**src/cspr_consts.svh**
```systemverilog
`ifndef CSPR_CONSTS_SVH
`define CSPR_CONSTS_SVH

// ==========================================================
// special register addresses in bank 0
`define CSPR_ADDR_IAR_A 8'h00
`define CSPR_ADDR_PTR0 8'h01
`define CSPR_ADDR_IAR_B 8'h02
`define CSPR_ADDR_PTR1 8'h03
`define CSPR_ADDR_BANKSEL 8'h04
`define CSPR_ADDR_ACC 8'h05
`define CSPR_ADDR_PCL 8'h06
`define CSPR_ADDR_FLAGS 8'h0a

// ==========================================================
// status field positions, reset value and stored width
`define CSPR_ST_C 0
`define CSPR_ST_AC 1
`define CSPR_ST_Z 2
`define CSPR_ST_OV 3
`define CSPR_ST_PDF 4
`define CSPR_ST_TO 5
`define CSPR_ST_RESET 4'h0
`define CSPR_ST_STORED_W 6

// ==========================================================
// widths and reset values
`define CSPR_PC_W 11
`define CSPR_PC_RESET 11'h000
`define CSPR_PTR_MSB 7
`define CSPR_BYTE_RESET 8'h00

`endif

```
**src/cspr_pkg.sv**
```systemverilog
// ==========================================================
// shared types of the special register block
package cspr_pkg;
   // alu operation select, no codes fixed on purpose
   typedef enum logic [2:0] {
      op_pass, op_add, op_sub, op_and, op_or, op_xor, op_rlc, op_rrc
   } cspr_alu_op_t;
endpackage

```
**src/cspr_alu_if.sv**
```systemverilog
// ==========================================================
// operand and flag bundle between the register file and alu
interface cspr_alu_if;
   import cspr_pkg::*;
   logic [7:0] a; // accumulator operand
   logic [7:0] b; // second operand
   cspr_alu_op_t op; // operation
   logic carry_in; // current carry flag
   logic [7:0] result; // alu result
   logic c; // carry / no borrow
   logic ac; // half carry / no half borrow
   logic z; // zero result
   logic ov; // overflow
   logic upd_arith; // update all four flags
   logic upd_z; // update zero only
   logic upd_c; // update carry only
   modport core (output a, b, op, carry_in, input result, c, ac, z, ov, upd_arith, upd_z, upd_c);
   modport alu (input a, b, op, carry_in, output result, c, ac, z, ov, upd_arith, upd_z, upd_c);
endinterface

```
**src/cspr_flags.sv**
```systemverilog
// ==========================================================
// combinational alu result and flag generation
module cspr_flags
   import cspr_pkg::*;
(
   cspr_alu_if.alu alu // operand and flag bundle
);
   logic sub; // subtract selected
   logic ci; // carry into bit 0
   logic [7:0] bb; // operand b, inverted for subtract
   logic [8:0] sum; // full sum with carry out
   logic [4:0] low; // low nibble sum
   logic [7:0] low7; // sum of bits 6..0, msb is carry into bit 7

   // subtract is a plus not b plus one, so carry means no borrow
   always_comb begin
      sub = (alu.op == op_sub);
      ci = sub;
      bb = sub ? ~alu.b : alu.b;
      sum = {1'b0, alu.a} + {1'b0, bb} + {8'h00, ci};
      low = {1'b0, alu.a[3:0]} + {1'b0, bb[3:0]} + {4'h0, ci};
      low7 = {1'b0, alu.a[6:0]} + {1'b0, bb[6:0]} + {7'h00, ci};
      alu.result = alu.a;
      alu.c = alu.carry_in;
      alu.ac = 1'b0;
      alu.ov = 1'b0;
      alu.upd_arith = 1'b0;
      alu.upd_z = 1'b0;
      alu.upd_c = 1'b0;
      case (alu.op)
         op_pass: begin // plain load, flags untouched
            alu.result = alu.b;
         end
         op_add, op_sub: begin
            alu.result = sum[7:0];
            alu.c = sum[8];
            alu.ac = low[4];
            alu.ov = low7[7] & ~sum[8];
            alu.upd_arith = 1'b1;
         end
         op_and: begin // logic ops touch zero only
            alu.result = alu.a & alu.b;
            alu.upd_z = 1'b1;
         end
         op_or: begin
            alu.result = alu.a | alu.b;
            alu.upd_z = 1'b1;
         end
         op_xor: begin
            alu.result = alu.a ^ alu.b;
            alu.upd_z = 1'b1;
         end
         op_rlc: begin // rotate left through carry
            alu.result = {alu.a[6:0], alu.carry_in};
            alu.c = alu.a[7];
            alu.upd_c = 1'b1;
         end
         op_rrc: begin // rotate right through carry
            alu.result = {alu.carry_in, alu.a[7:1]};
            alu.c = alu.a[0];
            alu.upd_c = 1'b1;
         end
         default: begin
            alu.result = alu.a;
         end
      endcase
      alu.z = (alu.result == 8'h00);
   end
endmodule // cspr_flags

```
**src/cspr_top.sv**
```systemverilog
`include "cspr_consts.svh"

// What this block does
// - pointer 0 bank 0 only, pointer 1 both
// - indirect port accesses address held in pointer
// - small variant reads pointer bit 7 as one
// - bank 1 reached only through pointer 1
// - alu results into accumulator, no register moves
// - pc low write jumps within current page
// - pc low write inserts one dummy cycle
// - status writes never change timeout or powerdown
// - timeout flag: set by expiry, cleared by watchdog clear or halt
// - powerdown flag: set by halt, cleared by watchdog clear
// - status never saved automatically on entry
// - bits 0-3 rw, 4-5 ro, 6-7 zero
// - status bit layout, timeout and powerdown reset 0
// - arithmetic flags follow latest alu operation
module cspr_top
   import cspr_pkg::*;
#(
   parameter bit SMALL_VARIANT = 1'b0 // smallest part: pointer bit 7 unused
) (
   input wire logic clk_in, // core clock, 40 MHz
   input wire logic resetn_in, // power-up reset, active low
   input wire logic rd_in, // data read request
   input wire logic wr_in, // data write request, data is the accumulator
   input wire logic [7:0] addr_in, // direct data address
   output logic [7:0] rdata_out, // read data
   output logic rdata_valid_out, // read data valid pulse
   output logic [7:0] mem_addr_out, // data memory address
   output logic mem_bank_out, // data memory bank
   output logic mem_rd_out, // data memory read strobe
   output logic mem_wr_out, // data memory write strobe
   output logic [7:0] mem_wdata_out, // data memory write data
   input wire logic [7:0] mem_rdata_in, // data memory read data
   input wire logic alu_go_in, // run one alu operation
   input wire cspr_alu_op_t alu_op_in, // alu operation
   input wire logic [7:0] alu_operand_in, // second alu operand
   output logic [7:0] acc_out, // accumulator
   input wire logic pc_step_in, // advance program counter
   output logic [`CSPR_PC_W-1:0] pc_out, // program counter
   output logic dummy_cycle_out, // pipeline bubble after pc low write
   input wire logic wdt_timeout_in, // watchdog expired pulse
   input wire logic watchdog_clear_instr_in, // watchdog_clear_instr executed
   input wire logic halt_in, // halt instruction executed
   output logic [7:0] status_out // cpu_flags view
);

   // ==========================================================
   // state
   logic [7:0] ptr0_q; // bank0_pointer
   logic [7:0] ptr1_q; // dual_bank_pointer
   logic bank_sel_q; // bank used by indirect_port_b
   logic [7:0] acc_q; // accumulator
   logic [`CSPR_PC_W-1:0] pc_q; // program counter
   logic [3:0] arith_q; // arithmetic flags, status bits 3..0
   logic to_q; // watchdog_expired_flag, status bit 5
   logic pdf_q; // powerdown_flag, status bit 4
   logic rd_int_q; // stage 1: internal read pending
   logic rd_ext_q; // stage 1: memory read pending
   logic [7:0] int_data_q; // stage 1: internal read data

   // ==========================================================
   // decode helpers
   // pointer as used for addressing; msb dropped on the small part
   function automatic logic [7:0] ptr_addr(input logic [7:0] p);
      ptr_addr = SMALL_VARIANT ? {1'b0, p[6:0]} : p;
   endfunction

   // pointer as read back by software
   function automatic logic [7:0] ptr_view(input logic [7:0] p);
      ptr_view = p;
      if (SMALL_VARIANT) begin
         ptr_view[`CSPR_PTR_MSB] = 1'b1;
      end
   endfunction

   // addresses held inside this block rather than in memory
   function automatic logic is_special(input logic [7:0] a);
      case (a)
         `CSPR_ADDR_IAR_A, `CSPR_ADDR_PTR0, `CSPR_ADDR_IAR_B, `CSPR_ADDR_PTR1,
         `CSPR_ADDR_BANKSEL, `CSPR_ADDR_ACC, `CSPR_ADDR_PCL, `CSPR_ADDR_FLAGS: is_special = 1'b1;
         default: is_special = 1'b0;
      endcase
   endfunction

   // ==========================================================
   // request decode, cycle 0
   logic req; // any access this cycle
   logic wr; // write wins if both strobes are high
   logic [7:0] tgt_addr; // resolved address
   logic tgt_bank; // resolved bank
   logic internal; // resolved to a register of this block
   logic [7:0] int_rdata; // internal read mux
   logic [7:0] st_view; // full status byte

   // indirect ports are redirected through their pointer
   always_comb begin
      req = rd_in | wr_in;
      wr = wr_in;
      tgt_bank = 1'b0; // direct and pointer 0 stay in bank 0
      if (addr_in == `CSPR_ADDR_IAR_A) begin
         tgt_addr = ptr_addr(ptr0_q);
      end else if (addr_in == `CSPR_ADDR_IAR_B) begin
         tgt_addr = ptr_addr(ptr1_q);
         tgt_bank = bank_sel_q;
      end else begin
         tgt_addr = addr_in;
      end
      internal = ~tgt_bank & is_special(tgt_addr);
   end

   // status byte: bits 7..6 read as zero
   always_comb begin
      st_view = {2'b00, to_q, pdf_q, arith_q};
   end

   // internal read mux; an indirect port read through itself gives zero
   always_comb begin
      case (tgt_addr)
         `CSPR_ADDR_PTR0: int_rdata = ptr_view(ptr0_q);
         `CSPR_ADDR_PTR1: int_rdata = ptr_view(ptr1_q);
         `CSPR_ADDR_BANKSEL: int_rdata = {7'h00, bank_sel_q};
         `CSPR_ADDR_ACC: int_rdata = acc_q;
         `CSPR_ADDR_PCL: int_rdata = pc_q[7:0];
         `CSPR_ADDR_FLAGS: int_rdata = st_view;
         default: int_rdata = `CSPR_BYTE_RESET;
      endcase
   end

   // internal write strobe for one register address
   function automatic logic int_wr(input logic [7:0] a);
      int_wr = req & wr & internal & (tgt_addr == a);
   endfunction

   // ==========================================================
   // alu
   cspr_alu_if alu_if ();
   assign alu_if.a = acc_q;
   assign alu_if.b = alu_operand_in;
   assign alu_if.op = alu_op_in;
   assign alu_if.carry_in = arith_q[`CSPR_ST_C];

   cspr_flags u_flags (
      .alu (alu_if.alu)
   );

   // accumulator takes every alu result; memory writes only ever carry it
   always_ff @(posedge clk_in or negedge resetn_in) begin
      if (!resetn_in) begin
         acc_q <= `CSPR_BYTE_RESET;
      end else if (alu_go_in) begin
         acc_q <= alu_if.result;
      end
   end

   // ==========================================================
   // pointers and bank select
   always_ff @(posedge clk_in or negedge resetn_in) begin
      if (!resetn_in) begin
         ptr0_q <= `CSPR_BYTE_RESET;
         ptr1_q <= `CSPR_BYTE_RESET;
         bank_sel_q <= 1'b0;
      end else begin
         if (int_wr(`CSPR_ADDR_PTR0)) begin
            ptr0_q <= acc_q;
         end
         if (int_wr(`CSPR_ADDR_PTR1)) begin
            ptr1_q <= acc_q;
         end
         if (int_wr(`CSPR_ADDR_BANKSEL)) begin
            bank_sel_q <= acc_q[0];
         end
      end
   end

   // ==========================================================
   // program counter; a low byte write keeps the page bits
   always_ff @(posedge clk_in or negedge resetn_in) begin
      if (!resetn_in) begin
         pc_q <= `CSPR_PC_RESET;
         dummy_cycle_out <= 1'b0;
      end else begin
         dummy_cycle_out <= int_wr(`CSPR_ADDR_PCL);
         if (int_wr(`CSPR_ADDR_PCL)) begin
            pc_q[7:0] <= acc_q;
         end else if (pc_step_in && !dummy_cycle_out) begin
            pc_q <= pc_q + `CSPR_PC_W'(1); // stalled during the bubble
         end
      end
   end

   // ==========================================================
   // status; there is no save path, interrupts and calls leave it alone
   // arithmetic flags: alu update beats a same-cycle software write
   always_ff @(posedge clk_in or negedge resetn_in) begin
      if (!resetn_in) begin
         arith_q <= `CSPR_ST_RESET;
      end else if (alu_go_in) begin
         if (alu_if.upd_arith) begin
            arith_q[`CSPR_ST_OV] <= alu_if.ov;
            arith_q[`CSPR_ST_Z] <= alu_if.z;
            arith_q[`CSPR_ST_AC] <= alu_if.ac;
            arith_q[`CSPR_ST_C] <= alu_if.c;
         end
         if (alu_if.upd_z) begin
            arith_q[`CSPR_ST_Z] <= alu_if.z;
         end
         if (alu_if.upd_c) begin
            arith_q[`CSPR_ST_C] <= alu_if.c;
         end
      end else if (int_wr(`CSPR_ADDR_FLAGS)) begin
         arith_q <= acc_q[3:0];
      end
   end

   // system flags ignore writes; the set event wins over the clear
   always_ff @(posedge clk_in or negedge resetn_in) begin
      if (!resetn_in) begin
         to_q <= 1'b0;
         pdf_q <= 1'b0;
      end else begin
         if (wdt_timeout_in) begin
            to_q <= 1'b1;
         end else if (watchdog_clear_instr_in || halt_in) begin
            to_q <= 1'b0;
         end
         if (halt_in) begin
            pdf_q <= 1'b1;
         end else if (watchdog_clear_instr_in) begin
            pdf_q <= 1'b0;
         end
      end
   end

   assign status_out = st_view;
   assign acc_out = acc_q;
   assign pc_out = pc_q;

   // ==========================================================
   // memory side, cycle 1; strobes last one cycle
   always_ff @(posedge clk_in or negedge resetn_in) begin
      if (!resetn_in) begin
         mem_addr_out <= `CSPR_BYTE_RESET;
         mem_bank_out <= 1'b0;
         mem_rd_out <= 1'b0;
         mem_wr_out <= 1'b0;
         mem_wdata_out <= `CSPR_BYTE_RESET;
      end else begin
         mem_rd_out <= req & ~wr & ~internal;
         mem_wr_out <= req & wr & ~internal;
         if (req && !internal) begin
            mem_addr_out <= tgt_addr;
            mem_bank_out <= tgt_bank;
            mem_wdata_out <= acc_q;
         end
      end
   end

   // read pipeline: both kinds answer two cycles after the request
   always_ff @(posedge clk_in or negedge resetn_in) begin
      if (!resetn_in) begin
         rd_int_q <= 1'b0;
         rd_ext_q <= 1'b0;
         int_data_q <= `CSPR_BYTE_RESET;
         rdata_out <= `CSPR_BYTE_RESET;
         rdata_valid_out <= 1'b0;
      end else begin
         rd_int_q <= req & ~wr & internal;
         rd_ext_q <= req & ~wr & ~internal;
         int_data_q <= int_rdata;
         rdata_valid_out <= rd_int_q | rd_ext_q;
         if (rd_int_q) begin
            rdata_out <= int_data_q;
         end else if (rd_ext_q) begin
            rdata_out <= mem_rdata_in;
         end
      end
   end

   logic rd_direct_c; // plain read, write strobe low; indirect ports included
   assign rd_direct_c = rd_in & ~wr_in;

   // strobes as plain signals, so the checks sample them like any other net
   logic pcl_wr_c; // pc low write this cycle
   logic flags_wr_c; // status write this cycle
   always_comb begin
      pcl_wr_c = int_wr(`CSPR_ADDR_PCL);
      flags_wr_c = int_wr(`CSPR_ADDR_FLAGS);
   end
endmodule // cspr_top

```
**config.mk**
```make
export PLATFORM = sky130hd
export DESIGN_NAME = cspr_top
export DESIGN_NICKNAME = d
export VERILOG_FILES = /design/src/cspr_pkg.sv /design/src/cspr_alu_if.sv /design/src/cspr_flags.sv /design/src/cspr_top.sv
export VERILOG_INCLUDE_DIRS = /design/src
export SDC_FILE = /design/constraint.sdc
export NUM_CORES = 1
export LEC_CHECK = 0
export ABC_CLOCK_PERIOD_IN_PS = 4500
export BUFFER_PORTS_ARGS = -buffer_cell sky130_fd_sc_hd__clkbuf_2
export CORE_MARGIN = 2
export CORE_UTILIZATION = 60
export CTS_CLUSTER_SIZE = 40
export DETAILED_ROUTE_END_ITERATION = 8
export PLACE_DENSITY = 0.89
export SLEW_MARGIN = 40
export SYNTH_ARGS = -nofsm -noshare
export SYNTH_HDL_FRONTEND = slang
export SYNTH_SLANG_ARGS = --single-unit
```
**constraint.sdc**
```tcl
create_clock -name clk_in -period 4.5 [get_ports clk_in]
set_clock_uncertainty 0.05 [all_clocks]
set_input_delay 0.675 -clock clk_in [delete_from_list [all_inputs] [get_ports clk_in]]
set_output_delay 0.675 -clock clk_in [all_outputs]
set_load 0.01 [all_outputs]
```
==> impl_metrics.ini, run 1 <==
[setup_path]
timing.rr.end = ptr0_q[3]$_DFFE_PN0P_
worstPathMaxFanout = 17
critPathCaptureType = register
path_class = in -> reg
startpoint_type = input port
max_stage_delay_ns = 0.51
reg2regPathDepth = 7
r2r_start = ptr1_q[5]$_DFFE_PN0P_
required_ns = 4.72
slowest_stage = or4b_1
ff2ff_setup_slack_ns = 1.38
critPathTopFamily = simple AND/OR/NAND/NOR gates
crit_chain = clkbuf_2, inv_1, nor3_1, xnor2_1, ha_1, or3_1, o2111ai_1, a21oi_1, or4b_1, nand3_1, o2111a_1, a2bb2oi_1
crit_arrival_ns = 3.75
path_buf_inv = 2

[synthesis]
synth-seq-cells = 80
yosysWarnings = 0
ys_seq_area_frac = 0.386
synth_flop_cell = dfrtp_1
synthArstFlopShare = 1.00
syn-mean-instance-area_um2 = 10.0
syn_inst = 518
synth-edff-count = 0
syn_area_um2 = 5190
yosysUniqueCellTypes = 74

[min_path]
hp-class = in -> async

[sta]
final_max_slew_viol_count = 0
fin_ws_ns = 0.975
hold_viol = 0
rsz0062_at_grt = no
clock.fmax_ghz = 0.284
worst_pin_slew_ns = 0.820
setup_viol = 0
tns_ns = 0
finalCriticalPeriod_ns = 3.52
relSlewSlack = 0.453
fin_crit_sh = 0.783

[placed_design]
gp_congestion = 0.914
pre_cts_ws_ns = 0.622
numPortBuffers = 89
hpwl_um = 9730

[clock_network]
cts_tree = done
numCtsBuffers = 9
ctsHoldBuffers = 0
clk_pin_slew_ns = 0.09
cts_setup_buffers = 0
cts.sinks = 80
cts_resized = 0
clockBufferDepth = 2
htree_levels = 3
root_buffer = clkbuf_8
clk_latency_ns = 0.36

[detailed_routing]
routedWlPerCell_um = 19.1
drtIter0Drc = 321
vias = 4371
detail-route-antenna-nets = 0
drc = 0
drt-total-wl_um = 13300
vias_per_cell = 6.27
first_pass_iters = 9

[run]
maxCapViolCount = 0

[power_and_ir_drop]
powerDensity_nw_per_um2 = 398
power_leakage_uw = 0.00284
ir_drop_mv = 0.270

[outcome]
status = complete, no violations

[floorplan]
start_util = 0.625
die-area_um2 = 9410
fp.dieH_um = 97.0
coreArea_um2 = 8300
die_w_um = 97.0
pin_count = 92
num_rows = 33

[layout]
final_util = 0.696
areaGrowthSynthToFinish_pct = 11.3
final_cell_mix = clkbuf_2, dfrtp_1, nand2_1, inv_1, nor2_1
fillers = 643
num_antenna_cells = 0
final_common_cell = clkbuf_2
num-nets-final = 649
drive_gt1_frac = 0.240

[grt]
grt_overflow = 0
antenna_found_initial = 0
grt_usage = 0.290
grt_pass1_wl_um = 22000
grt_pass1_vias = 4393
grt_max_degree = 81
flip-flops by register name (all words and copies together) (netlist names):
| register | count |
|---|---|
| rd_ext_q | 1 |
| pc_out | 11 |
| mem_wr_out | 1 |
| ptr1_q | 8 |
| pdf_q | 1 |
| dummy_cycle_out | 1 |
| arith_q | 4 |
| rdata_out | 8 |
| int_data_q | 8 |
| mem_wdata_out | 8 |
| acc_out | 8 |
| rd_int_q | 1 |
| ptr0_q | 8 |
| mem_bank_out | 1 |
| bank_sel_q | 1 |
| to_q | 1 |
| rdata_valid_out | 1 |
| mem_addr_out | 8 |
cell usage after synthesis (all sizes together), types with 3 or more instances:
cell type	count	area, um^2
dfrtp	80	2000
nand2	41	154
inv	37	139
nor2	33	124
mux2	31	390
o21ai	28	140
ha	25	313
a21oi	23	115
mux2i	19	190
buf	18	141
xnor2	17	149
clkbuf	16	60.1
a22oi	13	97.6
nand3	12	65.1
nor3	9	61.3
and3	8	50.1
nor4	7	71.3
and2	6	37.5
xor2	6	52.6
a31oi	5	52.6
nor2b	5	31.3
o211ai	5	37.5
or3	5	36.3
a211o	4	35.0
a21o	4	30.0
a222oi	4	40.0
mux4	4	90.1
nand2b	4	25.0
nand4	4	25.0
o31ai	4	40.0
a211oi	3	22.5
a221oi	3	26.3
nor4b	3	26.3
metal layers:
layer  track usage  vias up  share of wire
met4         0.134        0          0.035
met1         0.367     2134           0.40
met2         0.488      204           0.49
li1              -     1995              -
met3        0.0470       38          0.069
met5             0        -              0
report_power, final:
part	switching (uW)	total [uW]	internal, uW
Clock	285	508	223
Sequential	200	1030	830
Combinational	412	762	350
Total	897	2300	1400
area by class of cell:
type	instances	area [um^2]	area share
Timing Repair Buffer	91	467	0.0808
Sequential cell	80	2000	0.347
Tap cell	105	131	0.0227
Clock inverter	6	50.0	0.00866
Inverter	37	139	0.0240
Clock buffer	10	138	0.0238
Multi-Input combinational cell	368	2850	0.493
through the flow:
| stage | std cells | instance area [um^2] | hold WS (ns) | power, uW |
|---|---|---|---|---|
| 2_1_floorplan | 519 | 5190 | 0.329 | 1480 |
| 3_3_place_gp | 681 | 5590 | 0.393 | 1760 |
| 3_5_place_dp | 681 | 5590 | 0.407 | 1790 |
| 4_1_cts | 697 | 5780 | 0.313 | 2300 |
| 5_1_grt | 697 | 5780 | 0.338 | 2440 |
| 6_report | 697 | 5780 | 0.283 | 2300 |
cell families (layout without fill, tap and decap cells):
logic type | after synthesis | count (layout) | synth area share
fa+ha+maj | 26 | 26 | 0.0641
xor+xnor | 23 | 23 | 0.0388
flops | 80 | 80 | 0.386
buf+inv | 71 | 144 | 0.0656
other cells | 1 | 2 | 0.000723
simple gates | 147 | 147 | 0.152
mux | 54 | 54 | 0.129
compound gates | 116 | 116 | 0.163
worst max-delay path by stage:
| stage | cells past startpoint | slack [ns] | startpoint | to |
|---|---|---|---|---|
| 2_1_floorplan | 13 | 0.40 | alu_op_in[1] | arith_q[2]$_DFFE_PN0P_ |
| 3_3_place_gp | 12 | 0.75 | alu_op_in[1] | arith_q[2]$_DFFE_PN0P_ |
| 3_5_place_dp | 12 | 0.62 | alu_op_in[1] | arith_q[2]$_DFFE_PN0P_ |
| 4_1_cts | 12 | 0.97 | alu_op_in[1] | arith_q[2]$_DFFE_PN0P_ |
| 5_1_grt | 12 | 0.67 | alu_op_in[1] | arith_q[2]$_DFFE_PN0P_ |
| 6_report | 12 | 0.98 | alu_op_in[1] | arith_q[2]$_DFFE_PN0P_ |
Note: power is estimated with default switching activity, not from simulation.
==> run 2: changes to the inputs <==
--- a/config.mk
+++ b/config.mk
@@ -6,13 +6,14 @@
 export SDC_FILE = /design/constraint.sdc
 export NUM_CORES = 1
 export LEC_CHECK = 0
-export ABC_CLOCK_PERIOD_IN_PS = 4500
+export ABC_AREA = 1
+export ABC_CLOCK_PERIOD_IN_PS = 3400
 export BUFFER_PORTS_ARGS = -buffer_cell sky130_fd_sc_hd__clkbuf_2
 export CORE_MARGIN = 2
-export CORE_UTILIZATION = 60
+export CORE_UTILIZATION = 57
 export CTS_CLUSTER_SIZE = 40
 export DETAILED_ROUTE_END_ITERATION = 8
-export PLACE_DENSITY = 0.89
+export PLACE_DENSITY = 0.85
 export SLEW_MARGIN = 40
 export SYNTH_ARGS = -nofsm -noshare
 export SYNTH_HDL_FRONTEND = slang
==> constraint.sdc (replaced) <==
create_clock -name clk_in -period 3.4 [get_ports clk_in]
set_clock_uncertainty 0.05 [all_clocks]
set_input_delay 0.51 -clock clk_in [delete_from_list [all_inputs] [get_ports clk_in]]
set_output_delay 0.51 -clock clk_in [all_outputs]
set_load 0.01 [all_outputs]
==> run 2 against run 1 <==
Effect of this change: global-route usage rose by 0.50 points; register-to-register slack lost 0.66 ns; sequential power rose by 18%; synthesized cell count is 34% higher; largest power group unchanged; combinational power is 5.6% higher; utilization is 2.9 points lower; first-iteration DRC count grew 21%; worst setup slack lost 0.26 ns; non-clock buffer count increased by 1.
==> impl_metrics.ini, run 2 <==
[outcome]
status = complete, no violations

[setup_path]
critPathTopFamily = simple AND/OR/NAND/NOR gates
crit_arrival_ns = 2.93
startpoint_type = register
crit_cells = 17
slowest_stage = dfrtp_1
worstPathMaxFanout = 9
critical_path.most_common_cell = nand2_1
reg2regPathDepth = 17
crit_chain = clkinv_1, buf_4, nand2_1, a21boi_0, fa_1, nand3_1, nand2_1, nand2_1, nand3_1, nand4_1, nor2_1, nand2_1, nor2_1, nand4_1, nand2_1, nand2_1, nand2_1
max_stage_delay_ns = 0.49
path_class = reg -> reg
path_buf_inv = 2
required_ns = 3.65
critPathCaptureType = register

[clock_network]
numCtsBuffers = 9
clk_pin_slew_ns = 0.10
htree_levels = 3
cts_setup_buffers = 0
cts_tree = done
cts_resized = 0
clk_latency_ns = 0.37
ctsHoldBuffers = 0
cts.sinks = 80
root_buffer = clkbuf_8
clockBufferDepth = 2

[detailed_routing]
drt-total-wl_um = 14000
detail-route-antenna-nets = 0
drtIter0Drc = 387
vias = 4997
drc = 0
routedWlPerCell_um = 15.6
first_pass_iters = 7
vias_per_cell = 5.57

[sta]
fin_ws_ns = 0.715
relSlewSlack = 0.437
finalCriticalPeriod_ns = 2.68
final_max_slew_viol_count = 0
fin_crit_sh = 0.790
clock.fmax_ghz = 0.372
whs_ns = 0.102
worst_pin_slew_ns = 0.839
hold_viol = 0
rsz0062_at_grt = no
setup_viol = 0
tns_ns = 0

[layout]
fillers = 749
num_antenna_cells = 0
final_cell_mix = nand2_1, clkbuf_2, dfrtp_1, inv_1, nand3_1
areaGrowthSynthToFinish_pct = 13.8
finalNonFillerCells = 897
largest_reg_flops = 11
final_common_cell = nand2_1
drive_gt1_frac = 0.177
final_util = 0.667
num-nets-final = 846

[synthesis]
synthMostInstantiatedCell = nand2_1
synth-seq-cells = 80
syn-mean-instance-area_um2 = 7.34
syn_inst = 696
synthSimpleGateAreaFrac = 0.344
synth_xor_area_frac = 0.0291
synthAdderAreaFrac = 0.0651
synth-edff-count = 0
synthMuxAreaShare = 0
synth_top_area_share = 0.392
yosys-top-cells-count = nand2_1, dfrtp_1, inv_1
yosysWarnings = 0
syn_area_um2 = 5110
synthArstFlopShare = 1.00
synth_flop_cell = dfrtp_1
synth.area.top_cells = dfrtp_1, nand2_1, nand3_1
synth_top_area_cell = dfrtp_1
synth_compound_area_frac = 0.0874
yosysUniqueCellTypes = 41
synth_top_family_by_area = simple AND/OR/NAND/NOR gates
ys_seq_area_frac = 0.392

[floorplan]
num_rows = 34
pin_count = 92
fp.dieH_um = 98.7
die-area_um2 = 9740
die_w_um = 98.7
coreArea_um2 = 8720
start_util = 0.586

[run]
maxCapViolCount = 0

[placed_design]
pre_cts_ws_ns = 0.548
gp_congestion = 0.969
numPortBuffers = 89
hpwl_um = 10800
dp_cells = 881

[grt]
grt_overflow = 0
grt_usage = 0.295
antenna_found_initial = 0
grt_pass1_vias = 4728
grt_max_degree = 81
grt_pass1_wl_um = 23000

[power_and_ir_drop]
ir_drop_mv = 0.220
powerDensity_nw_per_um2 = 471
power_leakage_uw = 0.00316

[min_path]
hp-class = in -> async
run 2: cell count changes after synthesis, sizes merged, moves of 12 or more:
cell    previous run  this run
nand2             41       246
nand3             12        67
inv               37        82
mux2              31         0
o21ai             28        55
mux2i             19         0
a21oi             23         8
xnor2             17         2
nor2              33        47
clkbuf            16         4
run 2: area by class of cell:
cell class | instances | area (um^2) | share of cell area
clock buffers | 10 | 138 | 0.0237
clock inverters | 6 | 56.3 | 0.00968
multi-input cells | 518 | 2700 | 0.464
inverters | 83 | 312 | 0.0536
flip-flops and latches | 80 | 2000 | 0.344
repair buffers | 92 | 474 | 0.0816
well taps | 108 | 135 | 0.0232
run 2: final timing paths:
kind,from,endpoint,slack (ns)
setup reg to reg,acc_out[0]$_DFFE_PN0P_,arith_q[2]$_DFFE_PN0P_,0.72
min in group clk_in,watchdog_clear_instr_in,to_q$_DFFE_PN0P_,0.28
max in group asynchronous,resetn_in,arith_q[1]$_DFFE_PN0P_,2.70
hold reg to reg,int_data_q[2]$_DFF_PN0_,rdata_out[2]$_DFFE_PN0P_,0.41
hold / removal,resetn_in,rdata_out[1]$_DFFE_PN0P_,0.10
setup / recovery,acc_out[0]$_DFFE_PN0P_,arith_q[2]$_DFFE_PN0P_,0.72
run 2: cells by family after synthesis:
group / count (synthesis)
other cells: 1
buf+inv: 99
simple gates: 395
fa+ha+maj: 26
xor+xnor: 17
flops: 80
compound gates: 78
run 2: where the power goes:
part | switching [uW] | internal (uW)
combinational | 513 | 293
clock | 404 | 304
sequential | 167 | 1060
run 2: per-layer routing:
layer	vias to the layer above	global-route usage	part of all wire
li1	2423	-	-
met1	2253	0.396	0.43
met2	265	0.477	0.46
met3	56	0.0426	0.074
met4	0	0.134	0.040
met5	-	0	0
run 2: per-stage QoR:
stage          cell area, um^2  power (uW)
2_1_floorplan             5110        1690
3_3_place_gp              5610        2010
3_5_place_dp              5620        2030
4_1_cts                   5810        2730
5_1_grt                   5810        2900
6_report                  5810        2740
==> run 3: changes to the inputs <==
--- a/config.mk
+++ b/config.mk
@@ -7,7 +7,7 @@
 export NUM_CORES = 1
 export LEC_CHECK = 0
 export ABC_AREA = 1
-export ABC_CLOCK_PERIOD_IN_PS = 3400
+export ABC_CLOCK_PERIOD_IN_PS = 2700
 export BUFFER_PORTS_ARGS = -buffer_cell sky130_fd_sc_hd__clkbuf_2
 export CORE_MARGIN = 2
 export CORE_UTILIZATION = 57
==> constraint.sdc (replaced) <==
create_clock -name clk_in -period 2.7 [get_ports clk_in]
set_clock_uncertainty 0.05 [all_clocks]
set_input_delay 0.405 -clock clk_in [delete_from_list [all_inputs] [get_ports clk_in]]
set_output_delay 0.405 -clock clk_in [all_outputs]
set_load 0.01 [all_outputs]
==> run 3 against run 2 <==
Effect of this change: the run now ends with hold timing left; global-route usage rose by 0.44 points; count of clock-buffer cells in the layout shrank 1; critical path depth shrank 1; hold slack worse by 0.11 ns; design area up 2.9%; largest cell class unchanged; first-iteration DRC count is 9.8% higher; worst setup slack worse by 0.37 ns; largest power group unchanged; sequential cell count is the same; combinational power grew 35%; register-to-register slack got worse by 0.37 ns; final cell count rose by 1.6%.
==> impl_metrics.ini, run 3 (synthesized netlist as in run 2, its figures left out) <==
[outcome]
status = complete, but fails checks
violations = hold timing

[power_and_ir_drop]
power.switching_uw = 1350
combPwrFrac = 0.295
fin_total_pwr_uw = 3710
power_leakage_uw = 0.00326
clockPowerShare = 0.298
power.switching_fraction = 0.364
seq_power_share = 0.407
p_int_uw = 2360
powerDensity_nw_per_um2 = 619
ir_drop_mv = 0.313

[sta]
finalCriticalPeriod_ns = 2.36
whs_ns = -0.00952
fin_crit_sh = 0.872
clock.fmax_ghz = 0.425
hold_viol = 3
relSlewSlack = 0.541
worst_pin_slew_ns = 0.689
final_max_slew_viol_count = 0
tns_ns = 0
setup_viol = 0
rsz0062_at_grt = no
fin_ws_ns = 0.344

[setup_path]
critPathCaptureType = register
startpoint_type = register
slowest_stage = dfrtp_1
worstPathMaxFanout = 3
critical_path.most_common_cell = nand2_1
max_stage_delay_ns = 0.39
required_ns = 2.95
path_class = reg -> reg
crit_arrival_ns = 2.61
critPathTopFamily = simple AND/OR/NAND/NOR gates
crit_chain = clkinv_1, nand2_1, a21boi_0, fa_1, nand3_1, nand2_1, nand2_1, nand3_1, nand4_1, nor2_1, nand2_1, nor2_1, nand4_1, nand2_1, nand2_1, nand2_1
path_buf_inv = 1

[clock_network]
clk_latency_ns = 0.37
root_buffer = clkbuf_8
cts_tree = done
ctsHoldBuffers = 0
cts.sinks = 80
htree_levels = 3
clockBufferDepth = 2
cts_setup_buffers = 0
clk_pin_slew_ns = 0.09
numCtsBuffers = 9
cts_resized = 0

[grt]
antenna_found_initial = 0
grt_pass1_wl_um = 23100
grt_overflow = 0
grt_usage = 0.299
grt_pass1_vias = 4717
grt_max_degree = 81

[min_path]
hp-class = in -> async

[layout]
drive_gt1_frac = 0.191
final_cell_mix = nand2_1, clkbuf_2, dfrtp_1, inv_1, nand3_1
fillers = 714
num-nets-final = 860
final_common_cell = nand2_1
num_antenna_cells = 0
largest_reg_flops = 11
areaGrowthSynthToFinish_pct = 17.1

[floorplan]
die-area_um2 = 9740
num_rows = 34
pin_count = 92
coreArea_um2 = 8720
fp.dieH_um = 98.7
die_w_um = 98.7
start_util = 0.586

[placed_design]
hpwl_um = 11100
numPortBuffers = 89
gp_congestion = 1.01
pre_cts_ws_ns = 0.0463

[detailed_routing]
drc = 0
drt-total-wl_um = 14400
vias_per_cell = 5.59
detail-route-antenna-nets = 0
drtIter0Drc = 425
routedWlPerCell_um = 15.8
first_pass_iters = 5
vias = 5091

[run]
maxCapViolCount = 0
-- run 3: cell types whose count changed in the layout (fill, tap and decap cells not counted) --
cell / delta
buf_12: +1
buf_4: +13
bufinv_16: +3
clkbuf_8: -1
inv_6: -1
inv_8: -1
nor2_1: +1
nor2_2: -1
-- run 3: layout make-up --
class | instances | area (um^2) | area share
multi-input combinational | 518 | 2700 | 0.450
clock inverter | 7 | 126 | 0.0211
sequential | 80 | 2000 | 0.334
inverter | 83 | 312 | 0.0520
clock buffer | 9 | 124 | 0.0207
tap | 108 | 135 | 0.0226
timing repair buffer | 106 | 592 | 0.0989
-- run 3: stage by stage --
step / util / instances / area [um^2]
floorplan: - / 697 / 5110
global placement: 0.657 / 895 / 5730
detailed placement: 0.658 / 895 / 5740
CTS: 0.686 / 911 / 5990
global route: 0.686 / 911 / 5990
finish: 0.686 / 911 / 5990
-- run 3: metal layers --
| metal | vias up | wire length (um) | track usage |
|---|---|---|---|
| met5 | - | 0 | 0 |
| met4 | 0 | 566 | 0.128 |
| met3 | 51 | 1010 | 0.0496 |
| met2 | 253 | 6810 | 0.508 |
| met1 | 2341 | 6000 | 0.380 |
| li1 | 2446 | - | - |
-- run 3: power groups by stage --
stage | Combinational, uW | Clock, uW | Sequential, uW
after floorplan | 579 | 0 | 1550
after global placement | 1050 | 0 | 1520
after detailed placement | 1080 | 0 | 1530
after CTS | 1090 | 1110 | 1500
after global routing | 1220 | 1160 | 1530
final | 1090 | 1110 | 1510
-- run 3: final timing paths --
check | slack, ns | cells after the start | end | start
setup reg to reg | 0.34 | 16 | arith_q[2]$_DFFE_PN0P_ | acc_out[0]$_DFFE_PN0P_
min in group clk_in | 0.17 | 2 | to_q$_DFFE_PN0P_ | watchdog_clear_instr_in
setup / recovery | 0.34 | 16 | arith_q[2]$_DFFE_PN0P_ | acc_out[0]$_DFFE_PN0P_
hold reg to reg | 0.42 | 2 | rdata_out[3]$_DFFE_PN0P_ | int_data_q[3]$_DFF_PN0_
hold / removal | -0.01 | 1 | mem_wr_out$_DFF_PN0_ | resetn_in
max in group asynchronous | 2.12 | 1 | acc_out[1]$_DFFE_PN0P_ | resetn_in
-- run 3: worst register-to-register path, cell delays in order (launching register included) --
cell and delay (ns):
dfrtp_1 0.39, clkinv_1 0.10, nand2_1 0.09, a21boi_0 0.34, fa_1 0.31, nand3_1 0.10
nand2_1 0.10, nand2_1 0.05, nand3_1 0.08, nand4_1 0.14, nor2_1 0.14, nand2_1 0.06
nor2_1 0.08, nand4_1 0.09, nand2_1 0.07, nand2_1 0.05, nand2_1 0.05
